## src/pkg/tilt_level_pkg.sv

```systemverilog
// Constants and types for the tilt level relay control
// Behaviour
// - Closed contact vertical, open contact tilted
// - Relay change delayed, 0.1 to 35 s
// - Delay end sets relay to the wanted level
// - Power loss leaves relay de-energized
// - Green lamp lit while relay energized
// - Red lamp lit while relay de-energized
// - Both lamps dark only without power
// - Position 1: energize when probe vertical
// - Position 2: energize when probe tilted
// - Middle selector setting chooses no polarity
`default_nettype none
package tilt_level_pkg;

  // ----------------------------------------
  // Timing
  // ----------------------------------------
  localparam int unsigned CLK_HZ = 50_000_000;
  localparam int unsigned DELAY_MIN_MS = 100;
  localparam int unsigned DELAY_MAX_MS = 35_000;
  localparam int unsigned TICK_MS = 100;
  localparam int unsigned TICK_CYCLES = CLK_HZ / 1000 * TICK_MS;
  localparam int unsigned DELAY_MIN_TICKS = DELAY_MIN_MS / TICK_MS;
  localparam int unsigned DELAY_MAX_TICKS = DELAY_MAX_MS / TICK_MS;
  localparam int unsigned TICK_WIDTH = 23;
  localparam int unsigned DELAY_WIDTH = 9;

  // ----------------------------------------
  // Selector codes
  // ----------------------------------------
  localparam logic [1:0] SEL_POS1 = 2'h1;
  localparam logic [1:0] SEL_POS2 = 2'h2;

  typedef enum logic [1:0] {
    ST_IDLE = 2'h0,
    ST_WAIT = 2'h1
  } relay_state_type;

endpackage
`default_nettype wire

```

## src/rtl/tilt_level_relay_control.sv

```systemverilog
// Tilt probe readout with delayed relay and status lamps
`default_nettype none
module tilt_level_relay_control
  import tilt_level_pkg::*;
#(
  parameter int unsigned TICK_CYCLES_P = TICK_CYCLES
)
(
  // Clock and reset
  input wire logic core_clk,
  input wire logic reset_n,
  // Probe and settings
  input wire logic probe_contact_closed,
  input wire logic [1:0] polarity_selector,
  input wire logic [DELAY_WIDTH-1:0] delay_adjust_setting,
  // Outputs
  output logic relay_energize,
  output logic lamp_normal,
  output logic lamp_alarm
);

  // ----------------------------------------
  // Declarations
  // ----------------------------------------
  logic probe_vertical;
  logic want_energize;
  logic [DELAY_WIDTH-1:0] delay_ticks;
  logic [TICK_WIDTH-1:0] tick_q;
  logic tick;
  logic restart;
  relay_state_type state_q;
  logic [DELAY_WIDTH-1:0] count_q;
  logic relay_d;

  // ----------------------------------------
  // Decode helpers
  // ----------------------------------------
  // Relay level asked for by selector and probe attitude
  function automatic logic want_from(input logic [1:0] sel, input logic vertical);
    logic result;
    result = 1'b0;
    unique case (sel)
      SEL_POS1:
      begin
        result = vertical;
      end
      SEL_POS2:
      begin
        result = !vertical;
      end
      // Null or both contacts: no polarity chosen, stay safe
      default:
      begin
        result = 1'b0;
      end
    endcase
    return result;
  endfunction

  // Knob reading forced into its legal span
  function automatic logic [DELAY_WIDTH-1:0] clamp_delay(input logic [DELAY_WIDTH-1:0] raw);
    logic [DELAY_WIDTH-1:0] result;
    result = raw;
    if (raw < DELAY_WIDTH'(DELAY_MIN_TICKS))
    begin
      result = DELAY_WIDTH'(DELAY_MIN_TICKS);
    end
    else if (raw > DELAY_WIDTH'(DELAY_MAX_TICKS))
    begin
      result = DELAY_WIDTH'(DELAY_MAX_TICKS);
    end
    return result;
  endfunction

  // Last tick of the last delay unit; shared so that the state
  // machine and the relay can never disagree on expiry
  function automatic logic delay_done(input logic tick_now, input logic [DELAY_WIDTH-1:0] left);
    return tick_now && (left == DELAY_WIDTH'(1));
  endfunction

  // ----------------------------------------
  // Desired relay level
  // ----------------------------------------
  assign probe_vertical = probe_contact_closed;

  always_comb
  begin
    want_energize = want_from(polarity_selector, probe_vertical);
  end

  always_comb
  begin
    delay_ticks = clamp_delay(delay_adjust_setting);
  end

  // ----------------------------------------
  // 100 ms tick divider, restarted with the delay
  // ----------------------------------------
  // Restarting keeps the first delay unit a full tick long
  assign tick = (tick_q == TICK_WIDTH'(TICK_CYCLES_P - 1));

  always_ff @(posedge core_clk)
  begin
    if (!reset_n || restart || tick)
    begin
      tick_q <= '0;
    end
    else
    begin
      tick_q <= tick_q + 1'b1;
    end
  end

  // ----------------------------------------
  // Delay state machine
  // ----------------------------------------
  // Any mismatch appearing restarts the wait; one vanishing cancels it
  assign restart = (state_q == ST_IDLE) && (want_energize != relay_energize);

  always_ff @(posedge core_clk)
  begin
    if (!reset_n)
    begin
      state_q <= ST_IDLE;
    end
    else
    begin
      unique case (state_q)
        ST_IDLE:
        begin
          if (restart)
          begin
            state_q <= ST_WAIT;
          end
        end
        ST_WAIT:
        begin
          if (want_energize == relay_energize)
          begin
            state_q <= ST_IDLE;
          end
          else if (delay_done(tick, count_q))
          begin
            state_q <= ST_IDLE;
          end
        end
      endcase
    end
  end

  always_ff @(posedge core_clk)
  begin
    if (!reset_n)
    begin
      count_q <= '0;
    end
    else if (restart)
    begin
      count_q <= delay_ticks;
    end
    else if (state_q == ST_WAIT && tick && count_q != '0)
    begin
      count_q <= count_q - 1'b1;
    end
  end

  // ----------------------------------------
  // Output relay
  // ----------------------------------------
  // Relay moves only at the expiry of an unbroken wait
  always_comb
  begin
    relay_d = relay_energize;
    if (state_q == ST_WAIT && want_energize != relay_energize
        && delay_done(tick, count_q))
    begin
      relay_d = want_energize;
    end
  end

  // Reset stands in for power loss: relay held off
  always_ff @(posedge core_clk)
  begin
    if (!reset_n)
    begin
      relay_energize <= 1'b0;
    end
    else
    begin
      relay_energize <= relay_d;
    end
  end

  // ----------------------------------------
  // Lamps: exactly one lit whenever powered
  // ----------------------------------------
  // Registered from the relay's own next value, so a lamp can
  // never show a state that the relay does not have
  always_ff @(posedge core_clk)
  begin
    if (!reset_n)
    begin
      lamp_normal <= 1'b0;
    end
    else
    begin
      lamp_normal <= relay_d;
    end
  end

  always_ff @(posedge core_clk)
  begin
    if (!reset_n)
    begin
      lamp_alarm <= 1'b1;
    end
    else
    begin
      lamp_alarm <= !relay_d;
    end
  end

endmodule
`default_nettype wire
```

## config.mk

```make
export PLATFORM = sky130hd
export DESIGN_NAME = tilt_level_relay_control
export DESIGN_NICKNAME = d
export VERILOG_FILES = /design/src/pkg/tilt_level_pkg.sv /design/src/rtl/tilt_level_relay_control.sv
export SDC_FILE = /design/constraint.sdc
export NUM_CORES = 1
export LEC_CHECK = 0
export ABC_CLOCK_PERIOD_IN_PS = 2400
export CORE_ASPECT_RATIO = 1.2
export CORE_UTILIZATION = 60
export DETAILED_ROUTE_END_ITERATION = 10
export DONT_BUFFER_PORTS = 1
export PLACE_DENSITY = 0.81
export SYNTH_ARGS = -nofsm -noshare
export SYNTH_HDL_FRONTEND = slang
export SYNTH_SLANG_ARGS = --single-unit
```

## constraint.sdc

```tcl
create_clock -name core_clk -period 2.4 [get_ports core_clk]
set_input_delay 0.24 -clock core_clk [delete_from_list [all_inputs] [get_ports core_clk]]
set_output_delay 0.24 -clock core_clk [all_outputs]
set_load 0.05 [all_outputs]
```

==> run metrics, run 1 <==
status=completed; Crit path required time=between 2000 and 3000 ps; cell-by-cell trace of the critical path=or4_4 > or3_4 > o31a_4 > and2_4 > and3_1 > o31a_1; pin count of the biggest net entering global routing=24; design internal power=between 900 and 1000 uW; NetSw=293 uW; DP Wirelength=2660 um; Mapped Cells=215; ANT cells=0; Clock transition at path regs=120 ps; worst hold-check path type=input pin to flop; Post-Syn Area per Cell=8.38 sq um; RSZ-0062 raised after global routing=false; Setup Skew=between 10 and 15 ps; Leak Pwr=0.000734 uW; clk_lat worst skew=350 ps; cell row count=21; Post-CTS Resized=0; clock buffer depth=2; CTS H-tree depth=2; Critical-path top delay cell=or4_4; TritonCTS buffer count=5; I/O pin cnt=17; clk sinks=35; most common cell after layout, fill and taps aside=nor2_1; DIE AREA=0.00323 sq mm; area share of the largest cell type after synthesis=between 30 and 40%; CP Capture Type=flop; GRT Overall Usage=about a quarter; core area=between 0.002 and 0.003 sq mm; CTS root buf=clkbuf_4; Worst Max-Slew Pin Slew=467 ps; first-pass GRT wire length=about 5500 um; Mapped Area=0.00180 sq mm; synth warn=0; Synth cell types=39; WHS=roughly 22 ps; via count of the routed design=approximately 1500; Setup Total Neg Slack=0 ps; Net Count, Synth=233; delay-heaviest family, CP=simple AND/OR/NAND/NOR gates; final setup vio count=0; Max IR drop VDD=approximately 0.53 mV; top_reg_cell synth=dfxtp_1; drt initial violations=26; routed vias/inst=just under 6; WL final=3640 um; critical path class=flop to flop; max_cap viols=0; top cells by area, synth=dfxtp_1, nor2_1, xor2_1; FF+latch count, synth=35; Final period util=94.4%; max incr delay on CP=560 ps; leading area contributor after synthesis=dfxtp_1; most frequent cells in the layout=nor2_1, dfxtp_1, xor2_1, nand2_1, nand3_1; critical path peak fanout=7; Post-CTS Setup Bufs=0; Comb pwr share=10.5%; CP Data Arrival Time=2520 ps; vias in the first global route=1361; Worst slew margin=about 70%; layout cells sized above 1=10.2%; drt first pass iters=4; Antenna Violating Nets Remaining=0; width of the die=roughly 52 um; Post-synth ARST share=0%; port bufs=0; pwr/cell area=608 mW/mm^2; WP buf/inv=0; Final nets=about 240; Reg power frac=51.8%; Die Height=62.0 um; WL per Instance=14.0 um; Sw Share=24.6%; Placer Congestion=0.881; Final Max Slew Viols=0; GRT Residual Overflow=0; CP Launch Type=flop; part of the power in the clock network=a little under two fifths; initial antenna violation count=0; EDFF count, synth=0; starting density of the core=between 60 and 70%; DRC=0; min cycle time layout=2270 ps; fmax=about 440 MHz; final hold vios=0; worst reg2reg setup slack=around 130 ps; CTS tree=yes; register area share after synthesis=38.9%; Area Overhead vs Synth=8.96%
-- path summary, 6_finish.rpt --
| kind | start | end | cells past startpoint |
|---|---|---|---|
| max | count_q[2]$_SDFFE_PN0P_ | count_q[7]$_SDFFE_PN0P_ | 6 |
| min | reset_n | count_q[1]$_SDFFE_PN0P_ | 1 |
| max reg2reg | count_q[2]$_SDFFE_PN0P_ | count_q[7]$_SDFFE_PN0P_ | 6 |
| min reg2reg | tick_q[0]$_SDFF_PP0_ | tick_q[0]$_SDFF_PP0_ | 1 |
-- layout make-up --
cell class | instances | area (sq um)
clock inverters | 2 | 35.0
well taps | 34 | 42.5
flip-flops and latches | 35 | 701
fillers | 226 | 848
clock buffers | 6 | 51.3
multi-input cells | 167 | 1050
repair buffers | 7 | 57.6
inverters | 8 | 30.0
-- cells in the mapped netlist, types with 4 or more instances --
cell type / count
a21oi_1: 7
and3_1: 7
dfxtp_1: 35
ha_1: 4
inv_1: 8
nand2_1: 15
nand3_1: 12
nand4_1: 9
nor2_1: 40
nor2b_1: 4
nor3_1: 5
nor3b_1: 6
nor4_1: 4
xnor2_1: 10
xor2_1: 17
-- cells by family (layout without fill, tap and decap cells) --
logic type	Yosys count	in the layout	synth area share, %
AO/OA/AOI/OAI	21	21	8.89
XOR/XNOR	27	27	13.1
adder cells (fa/ha/maj)	4	4	2.78
buffers and inverters	13	23	3.06
flip-flops	35	35	38.9
multiplexers	2	2	1.11
AND/OR/NAND/NOR	113	113	32.2
-- what timing repair did --
| item | CTS | global route |
|---|---|---|
| setup endpoints to repair | 0 | 0 |
| hold buffers | 1 | 1 |
| hold endpoints to repair | 1 | 1 |
-- routing by layer --
| layer | global-route usage (%) | up-vias | share of wire (%) |
|---|---|---|---|
| li1 | - | 768 | - |
| met1 | 24.2 | 715 | 41 |
| met2 | 45.1 | 28 | 53 |
| met3 | 7.54 | 11 | 3.0 |
| met4 | 12.0 | 0 | 2.7 |
| met5 | 0 | - | 0 |
-- registers in the layout (all words and copies together) (netlist names), named ones only --
signal / flops
count_q: 9
state_q: 1
tick_q: 23
lamp_alarm: 1
-- metrics by stage --
stage          instances  util [%]  setup slack [ps]  instance area [sq um]  total power [uW]
2_1_floorplan        215         -               227                   1800               725
3_3_place_gp         249      66.0               179                   1860               747
3_5_place_dp         249      66.0               157                   1860               752
4_1_cts              258      69.5               143                   1950              1200
5_1_grt              259      69.8              92.7                   1960              1240
6_report             259      69.8               134                   1960              1190
-- power by group through the flow --
stage / logic (uW) / registers [uW] / clock network [uW]
after floorplan: 98.3 / 626 / 0
after global placement: 116 / 631 / 0
after CTS: 122 / 618 / 458
after detailed placement: 120 / 632 / 0
after global routing: 139 / 621 / 480
final: 125 / 619 / 450
(Power assumes the default switching activity.)
==> run 2, diff against run 1 <==
--- a/config.mk
+++ b/config.mk
@@ -6,11 +6,15 @@
 export NUM_CORES = 1
 export LEC_CHECK = 0
 export ABC_CLOCK_PERIOD_IN_PS = 2400
+export CAP_MARGIN = 20
+export CELL_PAD_IN_SITES_DETAIL_PLACEMENT = 1
+export CELL_PAD_IN_SITES_GLOBAL_PLACEMENT = 2
 export CORE_ASPECT_RATIO = 1.2
-export CORE_UTILIZATION = 60
+export CORE_UTILIZATION = 37
 export DETAILED_ROUTE_END_ITERATION = 10
 export DONT_BUFFER_PORTS = 1
-export PLACE_DENSITY = 0.81
+export PLACE_DENSITY = 0.82
+export SKIP_LAST_GASP = 1
 export SYNTH_ARGS = -nofsm -noshare
 export SYNTH_HDL_FRONTEND = slang
 export SYNTH_SLANG_ARGS = --single-unit
==> run 2 against run 1 <==
  * Maximum frequency grew 0.78%
  * Critical path type unchanged
  * Global-route usage shrank 6.1 points
  * Sequential power shrank 0.6%
  * Final area up 1.4%
  * First-iteration DRC count grew to 2.5 times the previous value
  * Setup slack better by 18 ps
  * Die area grew 60%
  * Total power down 3.4%
  * Sequential share of layout area shrank 0.49 points
  * Core utilization is 27 points lower
==> run metrics, run 2 (synthesis results as in run 1) <==
status=completed; Final period util=93.7% (-0.73 points); worst reg2reg setup slack=150 ps (+20 ps); worst hold stages=1 (unchanged); TritonCTS buffer count=5 (unchanged); utilization after layout=43.0% (-27 points); DIE AREA=0.00515 sq mm (+60%); drt initial violations=66 (+150%); CTS tree=yes; FF-to-FF path depth=6 (unchanged); most frequent cells in the layout=nor2_1, dfxtp_1, xor2_1, nand2_1, nand3_1; pwr/cell area=580 mW/mm^2 (-4.7%); core area=0.00463 sq mm (+65%); Placer Congestion=0.916 (+4.0%); CP Launch Type=flop; final setup vio count=0 (unchanged); clk_lat worst skew=280 ps (-70 ps); first-pass GRT wire length=7140 um (+29%); pin count of the biggest net entering global routing=24 (unchanged); min cycle time layout=2250 ps (-17.6 ps); RR Endpoint=count_q[7]$_SDFFE_PN0P_; DRC=0 (unchanged); Worst Max-Slew Pin Slew=471 ps (+3.36 ps); final hold vios=0 (unchanged); worst hold-check path type=input pin to flop; Critical-path top delay cell=or4_4; Post-CTS Resized=0 (unchanged); most common cell after layout, fill and taps aside=nor2_1; Die Height=78.4 um (+26%); WL per Instance=15.0 um (+6.7%); CTS H-tree depth=2 (unchanged); routed vias/inst=5.36 (-8.7%); delay-heaviest family, CP=simple AND/OR/NAND/NOR gates; layout cells sized above 1=10.6% (+0.40 points); CP Data Arrival Time=2420 ps (-100 ps); ANT cells=0 (unchanged); Max IR drop VDD=0.344 mV (-35%); initial antenna violation count=0 (unchanged); Final Max Slew Viols=0 (unchanged); CP Depth=6 (unchanged); RSZ-0062 raised after global routing=false; fmax=445 MHz (+0.78%); CTS root buf=clkbuf_8; starting density of the core=38.9% (-25 points); Clock transition at path regs=70 ps (-50 ps); via count of the routed design=1523 (+0.066%); DP Wirelength=3250 um (+22%); Worst slew margin=68.6% (-0.22 points); WHS=39.5 ps (+18.0 ps); cell row count=27 (+29%); clk sinks=35 (unchanged); biggest regs=tick_q: 23 flops, count_q: 9 flops; cell-by-cell trace of the critical path=or4_4 > or3_4 > o31a_4 > and2_4 > and3_1 > o31a_1; Area Overhead vs Synth=10.5%; CP Capture Type=flop; flip-flop count of the largest register after layout=23 (unchanged); critical path class=flop to flop; drt first pass iters=4 (unchanged); Post-CTS Setup Bufs=0 (unchanged); port bufs=0 (unchanged); Leak Pwr=0.000735 uW (+0.18%); Final nets=243 (+0.41%); Setup crit end=count_q[7]$_SDFFE_PN0P_; Setup Total Neg Slack=0 ps (unchanged); WL final=4250 um (+17%); Setup Skew=5.21 ps (-7.48 ps); max_cap viols=0 (unchanged); Setup crit start=count_q[3]$_SDFFE_PN0P_; WP buf/inv=0 (unchanged); critical path peak fanout=7 (unchanged); max incr delay on CP=540 ps (-20 ps); I/O pin cnt=17 (unchanged); register with the most flip-flops=tick_q; vias in the first global route=1569 (+15%); clock buffer depth=2 (unchanged); width of the die=65.7 um (+26%); Crit path required time=2570 ps (-80 ps); # hold bufs at CTS=0 (-1); GRT Residual Overflow=0 (unchanged); FF-to-FF Start=count_q[3]$_SDFFE_PN0P_; Antenna Violating Nets Remaining=0 (unchanged); GRT Overall Usage=18.1% (-6.1 points)
run 2: changes by cell type in the layout (fill, tap and decap cells not counted), sizes merged:
cell	delta
buf	+3
dlygate4sd3	-2
bufinv	-1
clkbuf	+1
run 2: worst min-delay path by stage:
stage,endpoint,slack (ps),from
after floorplan,lamp_alarm$_SDFF_PN1_,310,reset_n
after global placement,lamp_alarm$_SDFF_PN1_,320,reset_n
after CTS,lamp_alarm$_SDFF_PN1_,30,reset_n
after detailed placement,lamp_alarm$_SDFF_PN1_,330,reset_n
after global routing,lamp_alarm$_SDFF_PN1_,30,reset_n
final,lamp_alarm$_SDFF_PN1_,40,reset_n
run 2: metal layers:
metal / share of wire, % / global-route usage (%)
met5: 0 / 0
met4: 1.6 / 8.48
met3: 1.5 / 3.20
met2: 54 / 32.4
met1: 43 / 20.1
run 2: where the power goes:
group / internal [uW] / switching (uW) / total (uW)
Sequential: 597 / 17.5 / 615
Combinational: 60.4 / 73.3 / 134
Clock: 204 / 202 / 405
Total: 861 / 293 / 1150
run 2: per-stage QoR:
| step | total power (uW) | setup slack [ps] | instances | area [sq um] |
|---|---|---|---|---|
| after CTS | 1170 | 152 | 284 | 1990 |
| after global placement | 758 | 202 | 276 | 1910 |
| after global routing | 1220 | 86.4 | 284 | 1990 |
| after detailed placement | 763 | 169 | 276 | 1910 |
| final | 1150 | 152 | 284 | 1990 |
| after floorplan | 725 | 227 | 215 | 1800 |
run 2: final cells by class:
type	count	area, sq um
Sequential cell	35	701
Inverter	8	30.0
Fill cell	548	2640
Tap cell	58	72.6
Timing Repair Buffer	8	60.1
Multi-Input combinational cell	167	1050
Clock inverter	1	5.00
Clock buffer	7	76.3
